File: config.mk
export PLATFORM = sky130hd
export DESIGN_NAME = but_timer
export DESIGN_NICKNAME = d
export VERILOG_FILES = /design/src/inc/but_pkg.sv /design/src/design/but_prescaler.sv /design/src/design/but_timer.sv
export SDC_FILE = /design/constraint.sdc
export NUM_CORES = 1
export LEC_CHECK = 0
export BUFFER_PORTS_ARGS = -buffer_cell sky130_fd_sc_hd__buf_2
export CORE_MARGIN = 5
export CORE_UTILIZATION = 34
export DETAILED_ROUTE_END_ITERATION = 10
export GPL_ROUTABILITY_DRIVEN = 0
export PLACE_DENSITY_LB_ADDON = 0.15
export SYNTH_ARGS = -nofsm -noshare
export SYNTH_HDL_FRONTEND = slang
export SYNTH_SLANG_ARGS = --single-unit
File: constraint.sdc
create_clock -name clk -period 7.8 [get_ports clk]
set_clock_uncertainty 0.2 [all_clocks]
set_input_delay 0.78 -clock clk [delete_from_list [all_inputs] [get_ports clk]]
set_output_delay 0.78 -clock clk [all_outputs]
set_load 0.02 [all_outputs]
File: src/inc/but_pkg.sv
// constants, field layouts and carrier types of the basic up-count timer
package but_pkg;
    localparam int          BUT_AW          = 6;
    localparam int          BUT_DW          = 32;
    localparam int          BUT_CW          = 16;
    localparam int          BUT_BEW         = 4;

    // register byte offsets
    localparam logic [5:0]  BUT_OFS_CTRL    = 6'h00;
    localparam logic [5:0]  BUT_OFS_MTC     = 6'h04;
    localparam logic [5:0]  BUT_OFS_REQEN   = 6'h0C;
    localparam logic [5:0]  BUT_OFS_FLAGS   = 6'h10;
    localparam logic [5:0]  BUT_OFS_SWEV    = 6'h14;
    localparam logic [5:0]  BUT_OFS_CNT     = 6'h24;
    localparam logic [5:0]  BUT_OFS_PSC     = 6'h28;
    localparam logic [5:0]  BUT_OFS_RELOAD  = 6'h2C;

    // field positions
    localparam int          BUT_CTRL_LSB    = 0;
    localparam int          BUT_CTRL_MSB    = 3;
    localparam int          BUT_MTC_LSB     = 4;
    localparam int          BUT_MTC_MSB     = 6;
    localparam int          BUT_IRQEN_BIT   = 0;
    localparam int          BUT_DMAEN_BIT   = 8;
    localparam int          BUT_FLAG_BIT    = 0;
    localparam int          BUT_FORCE_BIT   = 0;

    // master trigger select codes
    localparam logic [2:0]  BUT_TRG_RESET   = 3'h0;
    localparam logic [2:0]  BUT_TRG_START   = 3'h1;
    localparam logic [2:0]  BUT_TRG_UPDATE  = 3'h2;

    // reset values and constants
    localparam logic [3:0]  BUT_BE_WORD     = 4'hF;
    localparam logic [15:0] BUT_CNT_RST     = 16'h0000;
    localparam logic [15:0] BUT_CNT_ONE     = 16'h0001;
    localparam logic [2:0]  BUT_MTC_RST     = 3'h0;
    localparam logic [31:0] BUT_RD_ZERO     = 32'h0000_0000;

    // control fields, ordered as they sit in bits 3:0 of the control register
    typedef struct packed {
        logic oneShot;
        logic updSrc;
        logic updInh;
        logic run;
    } butCtrl_t;

    localparam butCtrl_t    BUT_CTRL_RST    = '{oneShot: 1'b0, updSrc: 1'b0,
                                                updInh: 1'b0, run: 1'b0};
endpackage

File: src/design/but_prescaler.sv
// clock prescaler with a shadow divide value loaded on update events
`timescale 1ns/1ps
`default_nettype none
module but_prescaler
    import but_pkg::*;
(
    // clock and reset
    input  wire logic              clk,
    input  wire logic              rst_n,
    // control
    input  wire logic              run,
    input  wire logic              clear,
    input  wire logic              load,
    input  wire logic [BUT_CW-1:0] divIn,
    // count enable
    output logic                   tick
);
    logic [BUT_CW-1:0] shadowReg;
    logic [BUT_CW-1:0] shadowNext;
    logic [BUT_CW-1:0] cntReg;
    logic [BUT_CW-1:0] cntNext;

    always_comb begin
        shadowNext = shadowReg;
        cntNext    = cntReg;
        tick       = 1'b0;
        if (load) begin
            shadowNext = divIn;
        end
        if (clear) begin
            cntNext = BUT_CNT_RST;
        end else if (run) begin
            if (cntReg == shadowReg) begin
                cntNext = BUT_CNT_RST;
                tick    = 1'b1;
            end else begin
                cntNext = cntReg + BUT_CNT_ONE;
            end
        end
    end

    always_ff @(posedge clk or negedge rst_n) begin
        if (!rst_n) begin
            shadowReg <= BUT_CNT_RST;
            cntReg    <= BUT_CNT_RST;
        end else begin
            shadowReg <= shadowNext;
            cntReg    <= cntNext;
        end
    end
endmodule
`default_nettype wire

File: src/design/but_timer.sv
// basic 16-bit up-count timer with Avalon-MM register slave
//
// Implementation choice: the Avalon-MM register port.
`timescale 1ns/1ps
`default_nettype none
module but_timer
    import but_pkg::*;
(
    // clock and reset
    input  wire logic               clk,
    input  wire logic               rst_n,
    // avalon-mm slave
    input  wire logic [BUT_AW-1:0]  avs_address,
    input  wire logic               avs_read,
    input  wire logic               avs_write,
    input  wire logic [BUT_DW-1:0]  avs_writedata,
    input  wire logic [BUT_BEW-1:0] avs_byteenable,
    output logic      [BUT_DW-1:0]  avs_readdata,
    output logic                    avs_waitrequest,
    // timer outputs
    output logic                    syncTriggerOutput,
    output logic                    updateIrq,
    output logic                    updateDmaRequest
);
    typedef enum logic {BUT_BUS_IDLE, BUT_BUS_ANSWER} butBus_t;

    function automatic logic [BUT_DW-1:0] zext16(input logic [BUT_CW-1:0] v);
        zext16 = {{(BUT_DW-BUT_CW){1'b0}}, v};
    endfunction

    function automatic logic isMapped(input logic [BUT_AW-1:0] a);
        isMapped = (a == BUT_OFS_CTRL) || (a == BUT_OFS_MTC) || (a == BUT_OFS_REQEN)
            || (a == BUT_OFS_FLAGS) || (a == BUT_OFS_SWEV) || (a == BUT_OFS_CNT)
            || (a == BUT_OFS_PSC) || (a == BUT_OFS_RELOAD);
    endfunction

    // bus state
    butBus_t            busReg;
    butBus_t            busNext;
    logic               waitReg;
    logic               waitNext;
    logic [BUT_DW-1:0]  rdReg;
    logic [BUT_DW-1:0]  rdNext;

    // registers
    butCtrl_t           ctrlReg;
    butCtrl_t           ctrlNext;
    logic [2:0]         trgSelReg;
    logic [2:0]         trgSelNext;
    logic               irqEnReg;
    logic               irqEnNext;
    logic               dmaEnReg;
    logic               dmaEnNext;
    logic               flagReg;
    logic               flagNext;
    logic [BUT_CW-1:0]  cntReg;
    logic [BUT_CW-1:0]  cntNext;
    logic [BUT_CW-1:0]  pscReg;
    logic [BUT_CW-1:0]  pscNext;
    logic [BUT_CW-1:0]  reloadReg;
    logic [BUT_CW-1:0]  reloadNext;

    // output flops
    logic               trgoReg;
    logic               trgoNext;
    logic               irqReg;
    logic               irqNext;
    logic               dmaReg;
    logic               dmaNext;

    // events
    logic               request;
    logic               accept;
    logic               wrEn;
    logic               ctrlWr;
    logic               cntWr;
    logic               forceEvt;
    logic               tick;
    logic               overflow;
    logic               updateEvt;
    logic               reqEvt;
    logic               startEvt;

    assign request  = avs_read || avs_write;
    assign accept   = request && !waitReg;
    // partial-word writes are dropped
    assign wrEn     = avs_write && !waitReg && (avs_byteenable == BUT_BE_WORD);
    assign ctrlWr   = wrEn && (avs_address == BUT_OFS_CTRL);
    assign cntWr    = wrEn && (avs_address == BUT_OFS_CNT);
    assign forceEvt = wrEn && (avs_address == BUT_OFS_SWEV)
        && avs_writedata[BUT_FORCE_BIT];
    assign overflow = tick && (cntReg == reloadReg);
    // inhibit blocks every update event, forced or not
    assign updateEvt = (overflow || forceEvt) && !ctrlReg.updInh;
    assign reqEvt    = updateEvt && !(forceEvt && ctrlReg.updSrc);
    assign startEvt  = !ctrlReg.run && ctrlNext.run;

    but_prescaler u_prescaler (
        .clk   (clk),
        .rst_n (rst_n),
        .run   (ctrlReg.run),
        .clear (forceEvt),
        .load  (updateEvt),
        .divIn (pscReg),
        .tick  (tick)
    );

    // bus slave: one wait cycle, then the answer edge
    always_comb begin
        busNext  = busReg;
        waitNext = waitReg;
        rdNext   = rdReg;
        unique case (busReg)
            BUT_BUS_IDLE: begin
                if (request) begin
                    busNext  = BUT_BUS_ANSWER;
                    waitNext = 1'b0;
                    rdNext   = BUT_RD_ZERO;
                    if (avs_read && isMapped(avs_address)) begin
                        unique case (avs_address)
                            BUT_OFS_CTRL:   rdNext = {{(BUT_DW-4){1'b0}}, ctrlReg};
                            BUT_OFS_MTC:    rdNext[BUT_MTC_MSB:BUT_MTC_LSB] = trgSelReg;
                            BUT_OFS_REQEN: begin
                                rdNext[BUT_IRQEN_BIT] = irqEnReg;
                                rdNext[BUT_DMAEN_BIT] = dmaEnReg;
                            end
                            BUT_OFS_FLAGS:  rdNext[BUT_FLAG_BIT] = flagReg;
                            BUT_OFS_CNT:    rdNext = zext16(cntReg);
                            BUT_OFS_PSC:    rdNext = zext16(pscReg);
                            BUT_OFS_RELOAD: rdNext = zext16(reloadReg);
                            default:        rdNext = BUT_RD_ZERO;
                        endcase
                    end
                end
            end
            BUT_BUS_ANSWER: begin
                busNext  = BUT_BUS_IDLE;
                waitNext = 1'b1;
            end
        endcase
    end

    always_ff @(posedge clk or negedge rst_n) begin
        if (!rst_n) begin
            busReg  <= BUT_BUS_IDLE;
            waitReg <= 1'b1;
            rdReg   <= BUT_RD_ZERO;
        end else begin
            busReg  <= busNext;
            waitReg <= waitNext;
            rdReg   <= rdNext;
        end
    end

    assign avs_readdata    = rdReg;
    assign avs_waitrequest = waitReg;

    // configuration registers, counter and flag
    always_comb begin
        ctrlNext   = ctrlReg;
        trgSelNext = trgSelReg;
        irqEnNext  = irqEnReg;
        dmaEnNext  = dmaEnReg;
        pscNext    = pscReg;
        reloadNext = reloadReg;
        cntNext    = cntReg;
        flagNext   = flagReg;
        if (updateEvt && ctrlReg.oneShot) begin
            ctrlNext.run = 1'b0;
        end
        if (ctrlWr) begin
            ctrlNext = avs_writedata[BUT_CTRL_MSB:BUT_CTRL_LSB];
        end
        if (wrEn && avs_address == BUT_OFS_MTC) begin
            trgSelNext = avs_writedata[BUT_MTC_MSB:BUT_MTC_LSB];
        end
        if (wrEn && avs_address == BUT_OFS_REQEN) begin
            irqEnNext = avs_writedata[BUT_IRQEN_BIT];
            dmaEnNext = avs_writedata[BUT_DMAEN_BIT];
        end
        if (wrEn && avs_address == BUT_OFS_PSC) begin
            pscNext = avs_writedata[BUT_CW-1:0];
        end
        if (wrEn && avs_address == BUT_OFS_RELOAD) begin
            reloadNext = avs_writedata[BUT_CW-1:0];
        end
        if (wrEn && avs_address == BUT_OFS_FLAGS && !avs_writedata[BUT_FLAG_BIT]) begin
            flagNext = 1'b0;
        end
        // a hardware set wins over a software clear in the same cycle
        if (reqEvt) begin
            flagNext = 1'b1;
        end
        if (forceEvt) begin
            cntNext = BUT_CNT_RST;
        end else if (cntWr) begin
            cntNext = avs_writedata[BUT_CW-1:0];
        end else if (overflow) begin
            cntNext = BUT_CNT_RST;
        end else if (tick) begin
            cntNext = cntReg + BUT_CNT_ONE;
        end
    end

    always_ff @(posedge clk or negedge rst_n) begin
        if (!rst_n) begin
            ctrlReg   <= BUT_CTRL_RST;
            trgSelReg <= BUT_MTC_RST;
            irqEnReg  <= 1'b0;
            dmaEnReg  <= 1'b0;
            pscReg    <= BUT_CNT_RST;
            reloadReg <= BUT_CNT_RST;
            cntReg    <= BUT_CNT_RST;
            flagReg   <= 1'b0;
        end else begin
            ctrlReg   <= ctrlNext;
            trgSelReg <= trgSelNext;
            irqEnReg  <= irqEnNext;
            dmaEnReg  <= dmaEnNext;
            pscReg    <= pscNext;
            reloadReg <= reloadNext;
            cntReg    <= cntNext;
            flagReg   <= flagNext;
        end
    end

    // registered outputs
    always_comb begin
        trgoNext = 1'b0;
        unique case (trgSelReg)
            BUT_TRG_RESET:  trgoNext = forceEvt;
            BUT_TRG_START:  trgoNext = startEvt;
            BUT_TRG_UPDATE: trgoNext = updateEvt;
            default:        trgoNext = 1'b0;
        endcase
        irqNext = flagNext && irqEnNext;
        dmaNext = reqEvt && dmaEnReg;
    end

    always_ff @(posedge clk or negedge rst_n) begin
        if (!rst_n) begin
            trgoReg <= 1'b0;
            irqReg  <= 1'b0;
            dmaReg  <= 1'b0;
        end else begin
            trgoReg <= trgoNext;
            irqReg  <= irqNext;
            dmaReg  <= dmaNext;
        end
    end

    assign syncTriggerOutput = trgoReg;
    assign updateIrq         = irqReg;
    assign updateDmaRequest  = dmaReg;

    // checks
    run_stop_a:
        assert property (@(posedge clk) disable iff (!rst_n)
            (!ctrlReg.run && !cntWr && !forceEvt) |=> $stable(cntReg))
        else $error("counter moved while stopped");

    trg_reset_a:
        assert property (@(posedge clk) disable iff (!rst_n)
            (trgSelReg == BUT_TRG_RESET && forceEvt) |=> syncTriggerOutput ##1 !syncTriggerOutput)
        else $error("no one-cycle trigger on counter reset");

    trg_start_a:
        assert property (@(posedge clk) disable iff (!rst_n)
            (trgSelReg == BUT_TRG_START && !ctrlReg.run && ctrlWr
             && avs_writedata[BUT_CTRL_LSB]) |=> syncTriggerOutput)
        else $error("no trigger on counter start");

    trg_update_a:
        assert property (@(posedge clk) disable iff (!rst_n)
            (trgSelReg == BUT_TRG_UPDATE && $rose(syncTriggerOutput)) |-> $past(updateEvt))
        else $error("update trigger without update event");

    word_only_a:
        assert property (@(posedge clk) disable iff (!rst_n)
            (avs_write && !avs_waitrequest && avs_address == BUT_OFS_PSC
             && avs_byteenable != BUT_BE_WORD) |=> $stable(pscReg))
        else $error("partial write changed prescale value");

    dma_gate_a:
        assert property (@(posedge clk) disable iff (!rst_n)
            reqEvt |=> (updateDmaRequest == $past(dmaEnReg)))
        else $error("dma request not gated by its enable");

    irq_level_a:
        assert property (@(posedge clk) disable iff (!rst_n)
            (reqEvt && irqEnReg && !(wrEn && avs_address == BUT_OFS_REQEN)) |=> updateIrq)
        else $error("update interrupt missing");

    flag_set_a:
        assert property (@(posedge clk) disable iff (!rst_n)
            reqEvt |=> flagReg)
        else $error("update flag not set");

    force_clear_a:
        assert property (@(posedge clk) disable iff (!rst_n)
            forceEvt |=> (cntReg == BUT_CNT_RST))
        else $error("force update did not clear counter");

    inhibit_quiet_a:
        assert property (@(posedge clk) disable iff (!rst_n)
            (forceEvt && ctrlReg.updInh) |=> !updateDmaRequest && cntReg == BUT_CNT_RST)
        else $error("inhibited force update raised a request");

    wrap_zero_a:
        assert property (@(posedge clk) disable iff (!rst_n)
            (overflow && !forceEvt && !cntWr) |=> (cntReg == BUT_CNT_RST))
        else $error("counter did not wrap to zero");

    one_shot_a:
        assert property (@(posedge clk) disable iff (!rst_n)
            (updateEvt && ctrlReg.oneShot && !ctrlWr) |=> !ctrlReg.run [*2])
        else $error("one-shot did not stop the counter");

    bus_answer_a:
        assert property (@(posedge clk) disable iff (!rst_n)
            (request && avs_waitrequest) |=> !avs_waitrequest ##1 avs_waitrequest)
        else $error("bus answer not one cycle after request");
endmodule
`default_nettype wire

==> run metrics, run 1 <==
fmax 307 MHz; Initial Util 34.6%; crit start category input pin; WL/cell 19.2 µm; Resize count post-CTS 0; floorplan core area 17200 µm²; setup_tns 0 ps; Slew Viols, Final 0; post-DP HPWL 11.8 mm; Std-Cell Rows 48; net switching power 428 µW; ys async rst share 100%; met3 Use GR 3.73%; Mapped Cells 573; Internal Power 967 µW; MaxCap Viol Count 0; Post-Route WL 16.1 mm; Final Hold Vio Count 0; synthesized area per cell 10.4 µm²; mapped cell area 5960 µm²; Min Hold Slack 251 ps; peak supply drop 0.000119 V; worst hold path type input pin to asynchronous set/reset pin; input/output buffers 49; Post-DP Area 6330 µm²; predominant post-synthesis flop cell dfrtp_1; finished layout cell area 6660 µm²; CTS Sinks 111; clock power share 36.2%; post-route minimum period 3260 ps; Logic pwr share 19.9%; crit path max fanout 16; root buffer cell clkbuf_16; pwr dens 210 nW/µm²; post-route ant nets 0; Distinct cells, synth 61; CP max stage cell nand4_1; layout cell share with drive strength beyond 1 22.5%; Critical Path RT 7840 ps; switch share 30.7%; final setup fails 0; met1 Usage GRT 23.5%; CTS tree done; drt drc 0; Worst-path clk slew 70 ps; Worst slew margin 18.4%; vias in the first global route 4592; Die Ht 142 µm; first-pass GRT wire length 25.8 mm; cts bufs inserted 9; largest net degree at the start of global routing 60; CP endpoint kind register; leakage power 0.00315 µW; synth top area cells dfrtp_1, mux2_2, xor2_1, nand2_1, a21oi_1; Longest Clk Path Bufs 2; Global Route Usage Sum 16.4%; CTS Hold Bufs 0; arrival time worst endpoint 3300 ps; Slew @ Worst Pin 1220 ps; vias per cell 5.34; largest area contributor in the netlist dfrtp_1; yosys warns 0; max incr delay on CP 980 ps; Clk Latency, worst-skew pair 360 ps; Max H-tree Level 3; area grow syn2layout 11.6%; initial antenna violation count 0; PnR Total Power 1390 µW; sequential power share 43.9%; most common cell after layout, fill and taps aside dfrtp_1; fin util 38.6%; crit path cell chain buf_2, or3_1, nor2_1, nand4_1, mux2_2; Setup Buffers After CTS 0; most frequent cells in the layout dfrtp_1, nand2_1, buf_2; busiest grt layer met2; drt pass-1 iters 4; number of flops mapped to enable cells by yosys 0; die area 20300 µm²; Yosys top cell area share 46.2%; n_diodes 0; global routing usage on met2 24.3%; status finished clean; DIE WIDTH 142 µm; Final #Nets 657; sequential fraction of the synthesis area 46.6%; Setup Crit Path Kind input pin to register; final global-route overflow total 0; #FFs+latches synth 111; fin crit share 41.8%; RSZ-0062 raised after global routing false; routed vias 4481; I/O pin total 82; DR iter-0 viols 365
-- synthesized netlist by cell type (all sizes together) (3+ instances only) --
master and instances:
a211oi 3, a21oi 35, a221o 6, a22o 7, a22oi 6, and2 5, and3 6, and4 3
buf 23, clkbuf 20, dfrtp 110, inv 4, mux2 57, mux2i 15, nand2 54, nand3 18
nand4 11, nor2 38, nor2b 7, nor3 24, nor4 9, o21ai 21, o22ai 11, or3 4
xnor2 15, xor2 29
-- worst max-delay path: cells and delay by family --
family / cells / cell delay (ps)
simple gates: 3 / 1730
mux: 1 / 650
buf+inv: 1 / 120
-- sequential cells by signal (all words and copies together), names as in the netlist, 3 cells and up --
register and flops:
reloadReg 16, avs_readdata 16, ctrlReg 4, u_prescaler.cntReg 16, pscReg 16, cntReg 16
u_prescaler.shadowReg 16, trgSelReg 3
-- worst paths after layout --
check,start,to,slack [ps],cells past startpoint
worst max register to register,avs_waitrequest,cntReg[14],4670,7
worst min register to register,avs_readdata[9],avs_readdata[9],290,2
min in group clk,avs_readdata[9],avs_readdata[9],290,2
worst min-delay path,rst_n,avs_readdata[1],250,1
worst max-delay path,avs_address[1],reloadReg[6],4540,5
max in group asynchronous,rst_n,pscReg[11],5920,2
-- area by class of cell --
cell class / count / area [µm²]
Clock buffer: 10 / 229
Clock inverter: 6 / 95.1
Fill cell: 1731 / 10600
Inverter: 4 / 15.0
Multi-Input combinational cell: 430 / 2980
Sequential cell: 111 / 2780
Tap cell: 225 / 282
Timing Repair Buffer: 53 / 278
-- through the flow --
step / setup WS [ps] / std cells
after floorplan: 4970 / 588
after global placement: 4200 / 823
after detailed placement: 4160 / 823
after CTS: 4540 / 839
after global routing: 4370 / 839
final: 4540 / 839
-- cells by family (layout without fill, tap and decap cells) --
group	Yosys count	count (layout)	synth area share, %
and+or+nand+nor	191	191	16.2
DFF	111	111	46.6
AOI/OAI and AO/OA	105	105	11.8
muxes	72	72	13.9
buffers and inverters	47	73	4.45
xor gates and xnor gates	44	44	6.59
adders and majority gates	2	2	0.420
other	1	16	0.0629
-- power groups by stage --
| stage | clock network (µW) | logic (µW) | registers [µW] |
|---|---|---|---|
| floorplan | 0 | 197 | 618 |
| global placement | 0 | 273 | 624 |
| detailed placement | 0 | 275 | 624 |
| CTS | 520 | 276 | 612 |
| global route | 540 | 304 | 615 |
| finish | 505 | 277 | 613 |
-- per-layer routing --
layer  vias to the layer above  wire, µm
li1                       2114         -
met3                        18       798
met1                      2241      7820
met4                         0       317
met2                       108      7160
met5                         -         0
Note: power is estimated with default switching activity, not from simulation.
==> run 2, diff against run 1 <==
clock period = 2.9 ns   (was 7.8 ns; I/O delays follow)
==> run 2 against run 1 <==
Net effect: register-to-register slack lost 4500 ps; non-clock buffer count rose by 28; hold slack worse by 230 ps; clock power increased to 2.6 times the previous value.
==> run metrics, run 2 (same netlist as run 1, synthesis figures left out) <==
status finished clean (unchanged); final global-route overflow total 0 (unchanged); final setup fails 0 (unchanged); Longest Clk Path Bufs 2 (unchanged); Initial Util 34.6% (unchanged); post-DP HPWL 12.3 mm (was 11.8 mm); Global Route Usage Sum 16.6% (was 16.4%); Slew Viols, Final 0 (unchanged); Max H-tree Level 3 (unchanged); routed vias 4605 (was 4481); most common cell after layout, fill and taps aside dfrtp_1 (unchanged); MaxCap Viol Count 0 (unchanged); post-route ant nets 0 (unchanged); CP max stage cell dfrtp_1 (was nand4_1); Final Hold Vio Count 0 (unchanged); fin util 40.0% (was 38.6%); DIE WIDTH 142 µm (unchanged); met1 Usage GRT 23.7% (was 23.5%); Std-Cell Rows 48 (unchanged); global routing usage on met2 25.4% (was 24.3%); die area 20300 µm² (unchanged); fin crit share 92.9%; RSZ-0062 raised after global routing false (unchanged); I/O pin total 82 (unchanged); floorplan core area 17200 µm² (unchanged); drt drc 0 (unchanged); crit path max fanout 16 (unchanged); n_diodes 0 (unchanged); Clk Latency, worst-skew pair 360 ps (about the same); setup_tns 0 ps (unchanged); Die Ht 142 µm (unchanged); vias per cell 5.31 (was 5.34); finished layout cell area 6900 µm² (was 6660 µm²); initial antenna violation count 0 (unchanged); CTS tree done (unchanged); crit start category register (was input pin); largest net degree at the start of global routing 53 (was 60); peak supply drop 0.000355 V (was 0.000119 V); leakage power 0.00328 µW (was 0.00315 µW); fmax 371 MHz; area grow syn2layout 15.7% (was 11.6%); layout cell share with drive strength beyond 1 25.1% (was 22.5%); busiest grt layer met2 (unchanged); Worst slew margin 63.8% (was 18.4%); Post-DP Area 6520 µm² (was 6330 µm²); worst hold path type input pin to register (was input pin to asynchronous set/reset pin); Final #Nets 685 (was 657); Slew @ Worst Pin 543 ps (was 1220 ps); DR iter-0 viols 262 (was 365); r2r setup slk 210 ps (was 4670 ps); first-pass GRT wire length 26.2 mm (was 25.8 mm); input/output buffers 49 (unchanged); crit path cell chain xor2_1, nor4_1, nand4_1, nand4bb_1, a21oi_4, buf_12, mux2_2 (was buf_2, or3_1, nor2_1, nand4_1, mux2_2); Critical Path RT 2940 ps (was 7840 ps); Setup Crit Path Kind register to register (was input pin to register); CP endpoint kind register (unchanged); post-route minimum period 2690 ps; vias in the first global route 4651 (was 4592); pwr dens 555 nW/µm² (was 210 nW/µm²); drt pass-1 iters 5 (was 4); most frequent cells in the layout dfrtp_1, nand2_1, buf_2 (unchanged); cts bufs inserted 9 (unchanged); met3 Use GR 3.33% (was 3.73%); WL/cell 19.0 µm (was 19.2 µm); Post-Route WL 16.5 mm (was 16.1 mm); arrival time worst endpoint 2730 ps (was 3300 ps); root buffer cell clkbuf_16 (unchanged); Resize count post-CTS 0 (unchanged); Min Hold Slack 20.4 ps (was 251 ps); max incr delay on CP 420 ps (was 980 ps); Worst-path clk slew 70 ps (about the same); CTS Sinks 111 (unchanged)
[run 2: cell count changes in the layout (fill, tap and decap cells not counted), sizes merged]
cell / delta
buf: +23
dlygate4sd3: +5
clkinv: -3
clkbuf: +2
clkinvlp: +2
bufinv: -1
[run 2: repair_timing]
action,4_1_cts,5_1_grt
endpoints found under the hold margin,42,0
setup endpoints to repair,0,5
buffers inserted,0,1
hold buffers,5,0
[run 2: cell type report]
class | count | area (µm²)
clock buffer | 12 | 256
clock inverter | 4 | 53.8
fill | 1709 | 10300
inverter | 4 | 15.0
multi-input combinational | 430 | 2980
sequential | 111 | 2780
tap | 225 | 282
timing repair buffer | 81 | 538
[run 2: path summary, 6_finish.rpt]
check                                 startpoint                   endpoint  cells after the start
max                        u_prescaler.cntReg[1]   u_prescaler.shadowReg[1]                      7
min                             avs_writedata[4]               reloadReg[4]                      2
max reg2reg                u_prescaler.cntReg[1]   u_prescaler.shadowReg[1]                      7
min reg2reg                     avs_readdata[10]           avs_readdata[10]                      2
max in group asynchronous                  rst_n  u_prescaler.shadowReg[14]                      3
min in group asynchronous                  rst_n            avs_readdata[5]                      2
[run 2: critical path, delay by kind of cell (launching register included)]
family	cells	cell delay [ps]
xor gates and xnor gates	1	200
DFF	1	420
buffers and inverters	1	190
muxes	1	340
and+or+nand+nor	3	1000
AOI/OAI and AO/OA	1	230
[run 2: metrics by stage]
stage / cells / power [µW] / setup WS, ps
final: 867 / 3830 / 207
after global routing: 867 / 4030 / 31.2
after CTS: 866 / 3820 / 137
after detailed placement: 845 / 2500 / 144
after global placement: 845 / 2500 / 189
after floorplan: 588 / 2190 / 329
[run 2: per-layer routing]
metal  wire [µm]  up-vias  part of all wire [%]
li1            -     2164                     -
met1        7740     2287                    47
met2        7510      133                    46
met3         842       21                   5.1
met4         356        0                   2.2
met5           0        -                     0
[run 2: power by group]
group	total, µW	internal [µW]	switching [µW]
Combinational	901	363	539
Clock	1290	720	571
Sequential	1640	1590	52.0
